File: src/pkg/itd_defines.svh
// Constants of the isochronous transmit context status block
// Functional notes
// Software sets run to start, clears to stop
// Run changes only by software or reset
// Control bits 14-13 and 9-8 read zero
// Software sets wake to resume paused context
// Every descriptor fetch clears wake (a software set of wake in the same cycle wins instead)
// Fatal error sets dead (the code sets it only while the context is active or paused)
// Clearing run clears dead
// Active high while processing descriptors
// Speed field carries nothing, reads zero
// Last descriptor outcome lands in event code
// Up to seven skipped cycles tolerated
// Skip overflow: dead, timeout code, fatal event
// Command pointer gives first block at start
// Command pointer readable while active
// Eight contexts, pointer at 20Ch plus 16n
// Start-on-cycle enable cleared once active
// Event codes use standard five-bit encodings
`ifndef ITD_DEFINES_SVH
`define ITD_DEFINES_SVH
`define ITD_CTX_N 8
`define ITD_BASE_HI 5'h04
`define ITD_CMDPTR_BASE 12'h20C
`define ITD_CTX_STRIDE 12'h010
`define ITD_SUB_SET 2'h0
`define ITD_SUB_CLR 2'h1
`define ITD_SUB_LOAD 2'h2
`define ITD_SUB_PTR 2'h3
`define ITD_B_SOC 31
`define ITD_CM_HI 30
`define ITD_CM_LO 16
`define ITD_B_RUN 15
`define ITD_B_WAKE 12
`define ITD_B_DEAD 11
`define ITD_B_ACT 10
`define ITD_EVT_NONE 5'h00
`define ITD_EVT_DESC_READ 5'h05
`define ITD_EVT_DATA_READ 5'h07
`define ITD_EVT_TIMEOUT 5'h0A
`define ITD_EVT_UNKNOWN 5'h0E
`define ITD_ACK_COMPLETE 5'h11
`define ITD_MAX_SKIP 3'h7
`define ITD_PTR_RST 32'h0000_0000
`endif

File: src/pkg/itd_pkg.sv
// Types of the isochronous transmit context status block
package itd_pkg;
   typedef enum logic [5:0] {
      ST_STOP  = 6'h01,
      ST_WAIT  = 6'h02,
      ST_REQ   = 6'h04,
      ST_ACT   = 6'h08,
      ST_PAUSE = 6'h10,
      ST_DEAD  = 6'h20
   } itd_st_t;

   typedef struct packed {
      itd_st_t st;
      logic run;
      logic wake;
      logic soc;
      logic [14:0] cm;
      logic dead;
      logic [4:0] evt;
      logic [2:0] skip;
      logic ovf;
      logic [31:0] ptr;
   } itd_ctx_s_t;
endpackage: itd_pkg

File: src/pkg/itd_ctx_if.sv
// Carrier between the register hub and one transmit context
`timescale 1ns/10ps
interface itd_ctx_if;
   logic setStb;
   logic clrStb;
   logic loadStb;
   logic swRst;
   logic [31:0] wdata;
   logic descFetch;
   logic [31:0] fetchAddr;
   logic pauseIdle;
   logic lastDone;
   logic [4:0] lastEvt;
   logic fatalErr;
   logic cycleSkip;
   logic cycleHit;
   logic grant;
   logic startReq;
   logic run;
   logic active;
   logic wake;
   logic ovfFatal;
   logic [31:0] ctl;
   logic [31:0] ptr;
   modport hub(output setStb, clrStb, loadStb, swRst, wdata, descFetch,
      fetchAddr, pauseIdle, lastDone, lastEvt, fatalErr, cycleSkip,
      cycleHit, grant, input startReq, run, active, wake, ovfFatal, ctl, ptr);
   modport ctx(input setStb, clrStb, loadStb, swRst, wdata, descFetch,
      fetchAddr, pauseIdle, lastDone, lastEvt, fatalErr, cycleSkip,
      cycleHit, grant, output startReq, run, active, wake, ovfFatal, ctl, ptr);
endinterface: itd_ctx_if

File: src/verilog/itd_top.sv
// APB register hub for eight isochronous transmit contexts
`timescale 1ns/10ps
`include "itd_defines.svh"
module itd_top import itd_pkg::*; #(
   parameter int CTX_N = `ITD_CTX_N
) (
   // Clock and reset
   input wire logic clk_sys,
   input wire logic arst_n,
   input wire logic swReset,
   // APB slave
   input wire logic psel,
   input wire logic penable,
   input wire logic pwrite,
   input wire logic [11:0] paddr,
   input wire logic [31:0] pwdata,
   output logic [31:0] prdata,
   output logic pready,
   output logic pslverr,
   // Descriptor engine events, one bit per context; fetch address and event code are shared
   input wire logic [CTX_N-1:0] descFetch,
   input wire logic [31:0] fetchAddr,
   input wire logic [CTX_N-1:0] pauseIdle,
   input wire logic [CTX_N-1:0] lastDone,
   input wire logic [4:0] lastEvt,
   input wire logic [CTX_N-1:0] fatalErr,
   input wire logic [CTX_N-1:0] cycleSkip,
   input wire logic [CTX_N-1:0] cycleHit,
   // Context status toward the engine
   output logic [CTX_N-1:0] ctxRun,
   output logic [CTX_N-1:0] ctxActive,
   output logic [CTX_N-1:0] ctxWake,
   output logic [CTX_N-1:0] ctxStart,
   output logic [31:0] startAddr,
   // Toward the interrupt event register
   output logic fatalErrorEvent
);
   typedef struct packed {
      logic [31:0] rdata;
      logic [31:0] addr;
      logic [CTX_N-1:0] start;
      logic fatal;
   } itd_top_s_t;

   itd_top_s_t s;
   itd_top_s_t n;

   logic inWin;
   logic [2:0] idx;
   logic [1:0] sub;
   logic hit;
   logic access;
   logic setup;
   logic wrOk;
   logic [31:0] rdv;
   logic [CTX_N-1:0] reqVec;
   logic [CTX_N-1:0] gnt;
   logic [CTX_N-1:0] ovfVec;
   logic [CTX_N-1:0] actVec;
   logic [CTX_N-1:0] runVec;
   logic [CTX_N-1:0] wakeVec;
   logic [31:0] ctlRd [CTX_N];
   logic [31:0] ptrRd [CTX_N];

   itd_ctx_if cif [CTX_N] ();

   // Address decode: one 16-byte slot per context
   always_comb begin
      inWin = (paddr[11:7] == `ITD_BASE_HI);
      idx = paddr[6:4];
      sub = paddr[3:2];
      // contexts 0 to CTX_N-1 only
      hit = inWin && ({29'h0, idx} < 32'(CTX_N));
      setup = psel && !penable;
      access = psel && penable;
      wrOk = access && pwrite && hit && (sub != `ITD_SUB_PTR);
   end

   // Zero wait states; the error answer covers holes and pointer writes
   assign pready = 1'b1;
   // pointer is read-only at its own slot
   assign pslverr = access && (!hit || (pwrite && sub == `ITD_SUB_PTR));

   // Per-context wiring through the carrier
   for (genvar i = 0; i < CTX_N; i++) begin : g_ctx
      logic sel;
      assign sel = wrOk && (idx == 3'(i));
      // set and clear slots steer run, wake and the rest
      assign cif[i].setStb = sel && (sub == `ITD_SUB_SET);
      assign cif[i].clrStb = sel && (sub == `ITD_SUB_CLR);
      assign cif[i].loadStb = sel && (sub == `ITD_SUB_LOAD);
      assign cif[i].wdata = pwdata;
      assign cif[i].swRst = swReset;
      assign cif[i].descFetch = descFetch[i];
      assign cif[i].fetchAddr = fetchAddr;
      assign cif[i].pauseIdle = pauseIdle[i];
      assign cif[i].lastDone = lastDone[i];
      assign cif[i].lastEvt = lastEvt;
      assign cif[i].fatalErr = fatalErr[i];
      assign cif[i].cycleSkip = cycleSkip[i];
      assign cif[i].cycleHit = cycleHit[i];
      assign cif[i].grant = gnt[i];
      assign reqVec[i] = cif[i].startReq;
      assign ovfVec[i] = cif[i].ovfFatal;
      assign actVec[i] = cif[i].active;
      assign runVec[i] = cif[i].run;
      assign wakeVec[i] = cif[i].wake;
      assign ctlRd[i] = cif[i].ctl;
      assign ptrRd[i] = cif[i].ptr;

      itd_ctx u_ctx (
         .clk_sys(clk_sys),
         .arst_n(arst_n),
         .bus(cif[i])
      );
   end

   // One start per cycle; the lowest context wins, the rest wait
   assign gnt = reqVec & (~reqVec + {{(CTX_N-1){1'b0}}, 1'b1});

   // Read mux for the addressed slot
   always_comb begin
      rdv = 32'h0000_0000;
      if (hit) begin
         if (sub == `ITD_SUB_PTR || sub == `ITD_SUB_LOAD) begin
            rdv = ptrRd[idx];
         end else begin
            rdv = ctlRd[idx];
         end
      end
   end

   // Next state of the hub
   always_comb begin
      n = s;
      // Read data is caught in the setup cycle, stable for the access
      if (setup && !pwrite) begin
         n.rdata = rdv;
      end
      // first descriptor block address goes out with the start
      n.start = gnt;
      for (int i = 0; i < CTX_N; i++) begin
         if (gnt[i]) begin
            n.addr = ptrRd[i];
         end
      end
      // skip overflow raises the fatal event toward interrupts
      n.fatal = |ovfVec;
   end

   // Hub register
   always_ff @(posedge clk_sys or negedge arst_n) begin
      if (!arst_n) begin
         s <= '0;
      end else begin
         s <= n;
      end
   end

   // Outputs
   assign prdata = s.rdata;
   assign startAddr = s.addr;
   assign ctxStart = s.start;
   assign fatalErrorEvent = s.fatal;
   assign ctxRun = runVec;
   assign ctxActive = actVec;
   assign ctxWake = wakeVec;

   for (genvar i = 0; i < CTX_N; i++) begin : g_chk
      localparam logic [11:0] PtrAdr =
         12'(`ITD_CMDPTR_BASE + `ITD_CTX_STRIDE * i);

   end
endmodule: itd_top

File: src/verilog/itd_ctx.sv
// One isochronous transmit context: control bits, state, pointer
`timescale 1ns/10ps
`include "itd_defines.svh"
module itd_ctx import itd_pkg::*; (
   // Clock and reset
   input wire logic clk_sys,
   input wire logic arst_n,
   // Hub side
   itd_ctx_if.ctx bus
);
   itd_ctx_s_t s;
   itd_ctx_s_t n;
   logic runSet;
   logic runClr;
   logic live;
   logic overflow;
   logic fatalNow;

   // Next state of the context
   always_comb begin
      n = s;
      n.ovf = 1'b0;
      runSet = bus.setStb & bus.wdata[`ITD_B_RUN];
      runClr = bus.clrStb & bus.wdata[`ITD_B_RUN];
      live = (s.st == ST_ACT) | (s.st == ST_PAUSE);
      // seven skips pass, the eighth is fatal
      overflow = bus.cycleSkip & (s.st == ST_ACT) & (s.skip == `ITD_MAX_SKIP);
      // fatal error or skip overflow
      fatalNow = (bus.fatalErr & live) | overflow;
      // run moves only by software or reset
      if (bus.swRst) begin
         n.run = 1'b0;
      end else if (runSet) begin
         n.run = 1'b1;
      end else if (runClr) begin
         n.run = 1'b0;
      end
      // hardware clear on activation, software set wins
      if (bus.setStb & bus.wdata[`ITD_B_SOC]) begin
         n.soc = 1'b1;
      end else if ((bus.clrStb & bus.wdata[`ITD_B_SOC]) | bus.grant) begin
         n.soc = 1'b0;
      end
      if (bus.setStb) begin
         n.cm = s.cm | bus.wdata[`ITD_CM_HI:`ITD_CM_LO];
      end
      if (bus.clrStb) begin
         n.cm = n.cm & ~bus.wdata[`ITD_CM_HI:`ITD_CM_LO];
      end
      // fetch clears wake, a same-cycle set wins
      if (bus.setStb & bus.wdata[`ITD_B_WAKE]) begin
         n.wake = 1'b1;
      end else if (bus.descFetch) begin
         n.wake = 1'b0;
      end
      // pointer loads only while stopped, tracks fetches after
      if (bus.descFetch) begin
         n.ptr = bus.fetchAddr;
      end else if (bus.loadStb & (s.st == ST_STOP) & ~s.run) begin
         n.ptr = bus.wdata;
      end
      if (bus.lastDone) begin
         n.skip = 3'h0;
      end else if (bus.cycleSkip & (s.st == ST_ACT) & ~overflow) begin
         n.skip = s.skip + 3'h1;
      end
      // outcome of the last descriptor
      if (bus.lastDone & (s.st == ST_ACT)) begin
         n.evt = bus.lastEvt;
      end
      // overflow gives dead, timeout and the fatal event
      if (overflow) begin
         // standard five-bit timeout code
         n.evt = `ITD_EVT_TIMEOUT;
         n.ovf = 1'b1;
      end
      // dead drops once run is clear; a quick re-run must not keep it
      n.dead = fatalNow | (s.dead & s.run & n.run);
      unique case (s.st)
         ST_STOP: if (s.run) begin
            n.st = s.soc ? ST_WAIT : ST_REQ;
         end
         ST_WAIT: if (bus.cycleHit) begin
            n.st = ST_REQ;
         end
         ST_REQ: if (bus.grant) begin
            n.st = ST_ACT;
         end
         ST_ACT: if (fatalNow) begin
            n.st = ST_DEAD;
         end else if (bus.pauseIdle) begin
            n.st = ST_PAUSE;
         end
         // wake resumes a paused context
         ST_PAUSE: if (fatalNow) begin
            n.st = ST_DEAD;
         end else if (s.wake) begin
            n.st = ST_ACT;
         end
         ST_DEAD: n.st = ST_DEAD;
         default: n.st = ST_STOP;
      endcase
      if (~n.run) begin
         n.st = ST_STOP;
      end
   end

   // State register
   always_ff @(posedge clk_sys or negedge arst_n) begin
      if (!arst_n) begin
         s <= '{st: ST_STOP, ptr: `ITD_PTR_RST, default: '0};
      end else begin
         s <= n;
      end
   end

   // reserved and speed bits read zero
   assign bus.ctl = {s.soc, s.cm, s.run, 2'b00, s.wake, s.dead,
      s.st == ST_ACT, 5'h00, s.evt};
   // active only in the processing state
   assign bus.active = (s.st == ST_ACT);
   assign bus.run = s.run;
   assign bus.wake = s.wake;
   assign bus.startReq = (s.st == ST_REQ);
   assign bus.ovfFatal = s.ovf;
   assign bus.ptr = s.ptr;
endmodule: itd_ctx

File: config.mk
export PLATFORM = sky130hd
export DESIGN_NAME = itd_top
export DESIGN_NICKNAME = d
export VERILOG_FILES = /design/src/pkg/itd_pkg.sv /design/src/pkg/itd_ctx_if.sv /design/src/verilog/itd_top.sv /design/src/verilog/itd_ctx.sv
export VERILOG_INCLUDE_DIRS = /design/src /design/src/pkg
export SDC_FILE = /design/constraint.sdc
export NUM_CORES = 2
export LEC_CHECK = 0
export BUFFER_PORTS_ARGS = -buffer_cell sky130_fd_sc_hd__buf_2
export CELL_PAD_IN_SITES_DETAIL_PLACEMENT = 1
export CELL_PAD_IN_SITES_GLOBAL_PLACEMENT = 2
export CORE_ASPECT_RATIO = 0.6
export CORE_MARGIN = 3
export CORE_UTILIZATION = 40
export DETAILED_ROUTE_END_ITERATION = 8
export PLACE_DENSITY = 0.91
export SYNTH_ARGS = -nofsm -noshare
export SYNTH_HDL_FRONTEND = slang
export SYNTH_HIERARCHICAL = 1
export SYNTH_SLANG_ARGS = --single-unit
File: constraint.sdc
create_clock -name clk_sys -period 5.49 [get_ports clk_sys]
set_input_delay 0.8235 -clock clk_sys [delete_from_list [all_inputs] [get_ports clk_sys]]
set_output_delay 0.8235 -clock clk_sys [all_outputs]
set_load 0.02 [all_outputs]
Word level (Yosys, flattened, before mapping) --
Cells that the tools add are included.
Storage, ports and cells: register bits 601, latch bits 0, memory bits (writable) 0, bits in read-only memories 0, logic and storage cells 703, memories 0
Operators by class: $add $sub $neg 9, multiply operators 0, divide/modulo/power cells 0, order comparisons 1, eq/ne operators 108, shift-type cells 0, muxes and demuxes 224, bitwise operators 180, reductions and logical operators 97
Operators by type and width (number):
- $mux 32 | 30
- $mux 6 | 64
- $pmux 6 s6 | 8
- $mux 15 | 16
- $bmux 32 s3 | 2
- $and 15x15->15 | 8
- $or 15x15->15 | 8
- $and 1x1->1 | 112
- $mux 5 | 16
- $reduce_bool 2->1 | 40
- $mux 3 | 24
- $mux 1 | 64
- $eq 6x1->1 const B | 8
- $eq 6x2->1 const B | 8
- $eq 6x3->1 const B | 8
- $eq 6x4->1 const B | 8
- $eq 6x5->1 const B | 8
- $eq 6x6->1 const B | 8
- $ne 3x3->1 const B | 16
- $logic_and 1x1->1 | 40
- $reduce_and 5->1 | 8
- $eq 3x3->1 const B | 12
- $ne 4x3->1 const B | 8
- $ne 4x4->1 const B | 8
- other kinds (22) | 87

Logic depth before layout (Yosys ltp) --
depth after elaboration 12, mapped depth 15

Modules after synthesis --
The synthesis kept the hierarchy.
By module, submodules not included:
- itd_ctx (g_ctx[0].u_ctx ...) | instances 7, cells an instance 353, area each 3555.9 µm²
- itd_top | instances 1, cells an instance 930, area each 9272.6 µm²
- itd_ctx (g_ctx[7].u_ctx) | instances 1, cells an instance 354, area each 3494.6 µm²

Worst setup path after synthesis --
No wires, ideal clock.
path kind input-to-reg, start point input paddr[3], end point register g_ctx[7].u_ctx/s[60] (netlist bit), setup time 0.083 ns, arrival time 2.882 ns, data required time 5.407 ns, slack 2.524 ns, cell stages on the path 12, cell sequence buf_2 -> buf_2 -> buf_2 -> nor4_1 -> nand2_1 -> nor2_1 -> clkbuf_1 -> nand2_1 -> a21o_1 -> inv_1 -> o21ai_0 -> o32a_1
RTL lines:
- start, declared | RTL line itd_top.sv:15 | input wire logic [11:0] paddr,
- end signal, assigned | RTL line itd_ctx.sv:113 | s <= n;
- end, declared | RTL line itd_ctx.sv:11 | itd_ctx_s_t s;

Worst setup path in the final report --
start point register g_ctx[1].u_ctx/s[61] (netlist bit), end point register s, in the netlist startAddr[24]
On the way: word-level cells in the longest chain between the ends 11, elaborated cells on any way between the ends 12, classes of those cells add/sub: 1; eq/ne: 1; mux: 7; bitwise: 2; reduce/logical: 1
Ends and longest elaborated chain:
- start, declared | RTL line itd_ctx.sv:11
- start signal, assigned | RTL line itd_ctx.sv:113
- $eq 6x3->1 * | RTL line itd_ctx.sv:124 | assign bus.startReq = (s.st == ST_REQ);
- via cif[1].startReq | RTL line itd_ctx_if.sv:18 | logic startReq;
- $not 8->8 | RTL line itd_top.sv:119 | assign gnt = reqVec & (~reqVec + {{(CTX_N-1){1'b0}}, 1'b1});
- $add 8x1->8 | RTL line itd_top.sv:119
- $and 8x8->8 * | RTL line itd_top.sv:119
- $mux 32 (7 in series) | RTL line itd_top.sv:143 | if (gnt[i]) begin
- end signal, assigned | RTL line itd_top.sv:156 | s <= n;
- end, declared | RTL line itd_top.sv:45 | itd_top_s_t s;
Mark *: on every way through the listed nets, which the timed path passes. The rest lies on a longest branch. A chain may end at the register's enable or synchronous reset.

==> qor.csv <==
stage;metric;value;unit
logic_synthesis;yosys-top-cells-area;dfrtp_1 (39%), buf_4 (11%), mux2i_1 (10%);
logic_synthesis;avgSynthCellArea;10.0;sq um
finish;fin_area;37900;sq um
finish;drive_gt1_share;17.4;%
clocking;clock_latency;0.67;ns
grt;use_met2;39.4;%
worst_setup_path;arrival;4.15;ns
worst_setup_path;startpoint_type;flip-flop;
sta;finalCritPeriodShare;65.4;%
worst_setup_path;cp-end-kind;flip-flop;
finish;nNetsFinal;3533;
drt;vias;29300;
sta;setup_viol;0;
logic_synthesis;synth_seq_cells;601;
clocking;cts_setup_buffers;0;
sta;finalMaxSlewViolations;0;
grt;grt_usage;27.8;%
sta;max-slew-margin-rel;25.0;%
worst_setup_path;crit_required;6.05;ns
logic_synthesis;synth_commonest_cells;dfrtp_1 (593), buf_4 (538), mux2i_1 (394);
grt;met3_usage;9.17;%
logic_synthesis;synth_largest_area_cell;dfrtp_1;
logic_synthesis;synth_cells;3755;
pwr;powerDensity;268;nW/um^2
clocking;cts_resized;0;
finish;multi_input_area;17300;sq um
finish;seq_area;15000;sq um
logic_synthesis;yosys_warnings;6;
finish;stdcell_count;4675;
grt;gr-total-overflow;0;
grt;globalRouteMet1Util;39.6;%
sta;grt_setup_unrepaired;false;
floorplanning;rows;86;
grt;grt_max_degree;123;
worst_setup_path;setup.worst_path.class;flip-flop to flip-flop;
worst_hold_path;min-delay-path-class;input pin to asynchronous set/reset pin;
logic_synthesis;seq_area_frac_synth;40.0;%
sta;skew;0.0275;ns
floorplanning;die_h;244;microns
floorplanning;boundaryPins;234;
run;cap_violations;0;
drt;wl;139000;microns
logic_synthesis;synth_area;37700;sq um
grt;grt_pass1_vias;29400;
logic_synthesis;post-synth-top-count-cell;dfrtp_1;
place;post-place-cells;4552;
floorplanning;die_w;402;microns
drt;drc;0;
place;place_area;35800;sq um
clocking;cts_max_level;2;
drt;dr.pass1.iters;5;
floorplanning;dieArea;98000;sq um
grt;grt_pass1_wl;204000;microns
sta;hold_violations;0;
sta;setup_tns;0;ns
clocking;cts_buffer_depth;3;
drt;viasPerCell;6.27;
drt;wire_per_inst;29.8;microns
finish;syn_to_final_growth;0.605;%
pwr;ir_worst_vdd;309;uV
grt;top_usage_layer;met1;
finish;n_fill_cell;10300;
grt;antenna_found_initial;34;
sta;worst_slew_pin_slew;1.12;ns
drt;drtIter0Drc;3595;
clocking;cts_tree;yes;
clocking;cts.reportedPaths.clkPinSlew;0.07;ns
pwr;power.total;10100;uW
clocking;cts_buffers;60;
clocking;clock-sinks;601;
place;port_buffers;230;
place;place.detailed.hpwl;89300;microns
drt;ant_nets;0;
logic_synthesis;yosysTopAreaCellShare;39.4;%
clocking;hold_buffers;0;
pwr;p_leak;0.0184;uW
clocking;clockRootBuffer;clkbuf_16;
place;gp_congestion;0.899;
floorplanning;core;92500;sq um
logic_synthesis;synthArstFlopShare;100;%
sta;fmax;278;MHz
floorplanning;initial_core_util;40.7;%
logic_synthesis;synth_ff_type;dfrtp_1;
logic_synthesis;yosysUniqueCellTypes;68;
sta;min_period;3.59;ns
finish;fin_util;40.9;%
logic_synthesis;synth_edf_count;0;
status;outcome;complete, no violations;
worst_setup_path;worstPathMaxFanout;14;
==> stage by stage <==
stage	worst slack (ns)	hold slack [ns]
after global placement	1.83	0.486
after detailed placement	1.71	0.484
after floorplan	2.52	0.410
final	1.90	0.204
after CTS	1.96	0.234
after global routing	1.78	0.264
==> final cells by class <==
class | instances | share of cell area [%]
Clock inverter | 20 | 0.614
Antenna cell | 14 | 0.0925
Inverter | 47 | 0.472
Sequential cell | 601 | 39.7
Timing Repair Buffer | 295 | 4.60
Tap cell | 1232 | 4.07
Clock buffer | 89 | 4.73
Multi-Input combinational cell | 2377 | 45.7
==> critical path: stages (launching register included) <==
cell and delay (ns):
dfrtp_1 0.52, nor4_4 0.46, nand2_1 0.19, inv_1 0.25, nand2b_1 0.09, buf_4 0.23
inv_1 0.81, buf_4 0.39, a22oi_1 0.10, o21ai_0 0.12, nor2_1 0.07, o22ai_1 0.22
==> where the power goes <==
group          switching (uW)  internal (uW)
clock network            1920           2440
logic                     637            384
registers                 162           4610
total                    2720           7430
==> registers in the layout, indices dropped and copies added, names as in the netlist <==
register                  count
g_ctx.u_ctx/bus.wake          8
g_ctx.u_ctx/bus.ovfFatal      8
g_ctx.u_ctx/bus.run           8
ctxStart                      8
g_ctx.u_ctx/s                72
g_ctx.u_ctx/bus.ptr         256
fatalErrorEvent               1
prdata                       32
startAddr                    32
g_ctx.u_ctx/bus.ctl         176
==> cell families after synthesis <==
group                    count (synthesis)  share of synthesized area, %
multiplexers                           520                          18.0
AO/OA/AOI/OAI                          990                          15.5
adder cells (fa/ha/maj)                 16                         0.532
other                                    9                        0.0897
buffers and inverters                  825                          14.6
XOR/XNOR                                 9                         0.209
flip-flops                             601                          40.0
AND/OR/NAND/NOR                        785                          11.2
==> path summary, 6_finish.rpt <==
kind	start	to	slack, ns	cells after the start
setup reg to reg	g_ctx[1].u_ctx/s[61]	startAddr[24]	1.90	11
setup / recovery	g_ctx[1].u_ctx/s[61]	startAddr[24]	1.90	11
hold reg to reg	g_ctx[4].u_ctx/bus.ovfFatal	fatalErrorEvent	0.49	2
hold / removal	arst_n	fatalErrorEvent	0.20	1
min in group clk_sys	lastDone[4]	g_ctx[4].u_ctx/s[34]	0.37	2
max in group asynchronous	arst_n	g_ctx[4].u_ctx/bus.ptr[7]	3.87	2
==> cell usage in the layout (no fill, tap or decap), types with 46 or more instances in the layout <==
| cell | Yosys | routed |
|---|---|---|
| a211oi_1 | 46 | 46 |
| dfrtp_1 | 593 | 593 |
| nand2_1 | 363 | 363 |
| nor2_1 | 126 | 125 |
| conb_1 | 9 | 57 |
| o22ai_1 | 53 | 53 |
| buf_4 | 538 | 60 |
| mux2i_1 | 394 | 394 |
| clkbuf_16 | 0 | 60 |
| o21ai_1 | 240 | 240 |
| mux4_2 | 126 | 126 |
| a21oi_1 | 330 | 330 |
| o21ai_0 | 119 | 119 |
| nor2b_1 | 84 | 82 |
| buf_2 | 37 | 226 |
==> metal layers <==
metal,vias up,wire length (microns)
li1,12200,-
met1,15100,59800
met2,1596,57700
met3,337,16600
met4,26,5170
met5,-,177
Power figures use the tool's default switching activity.
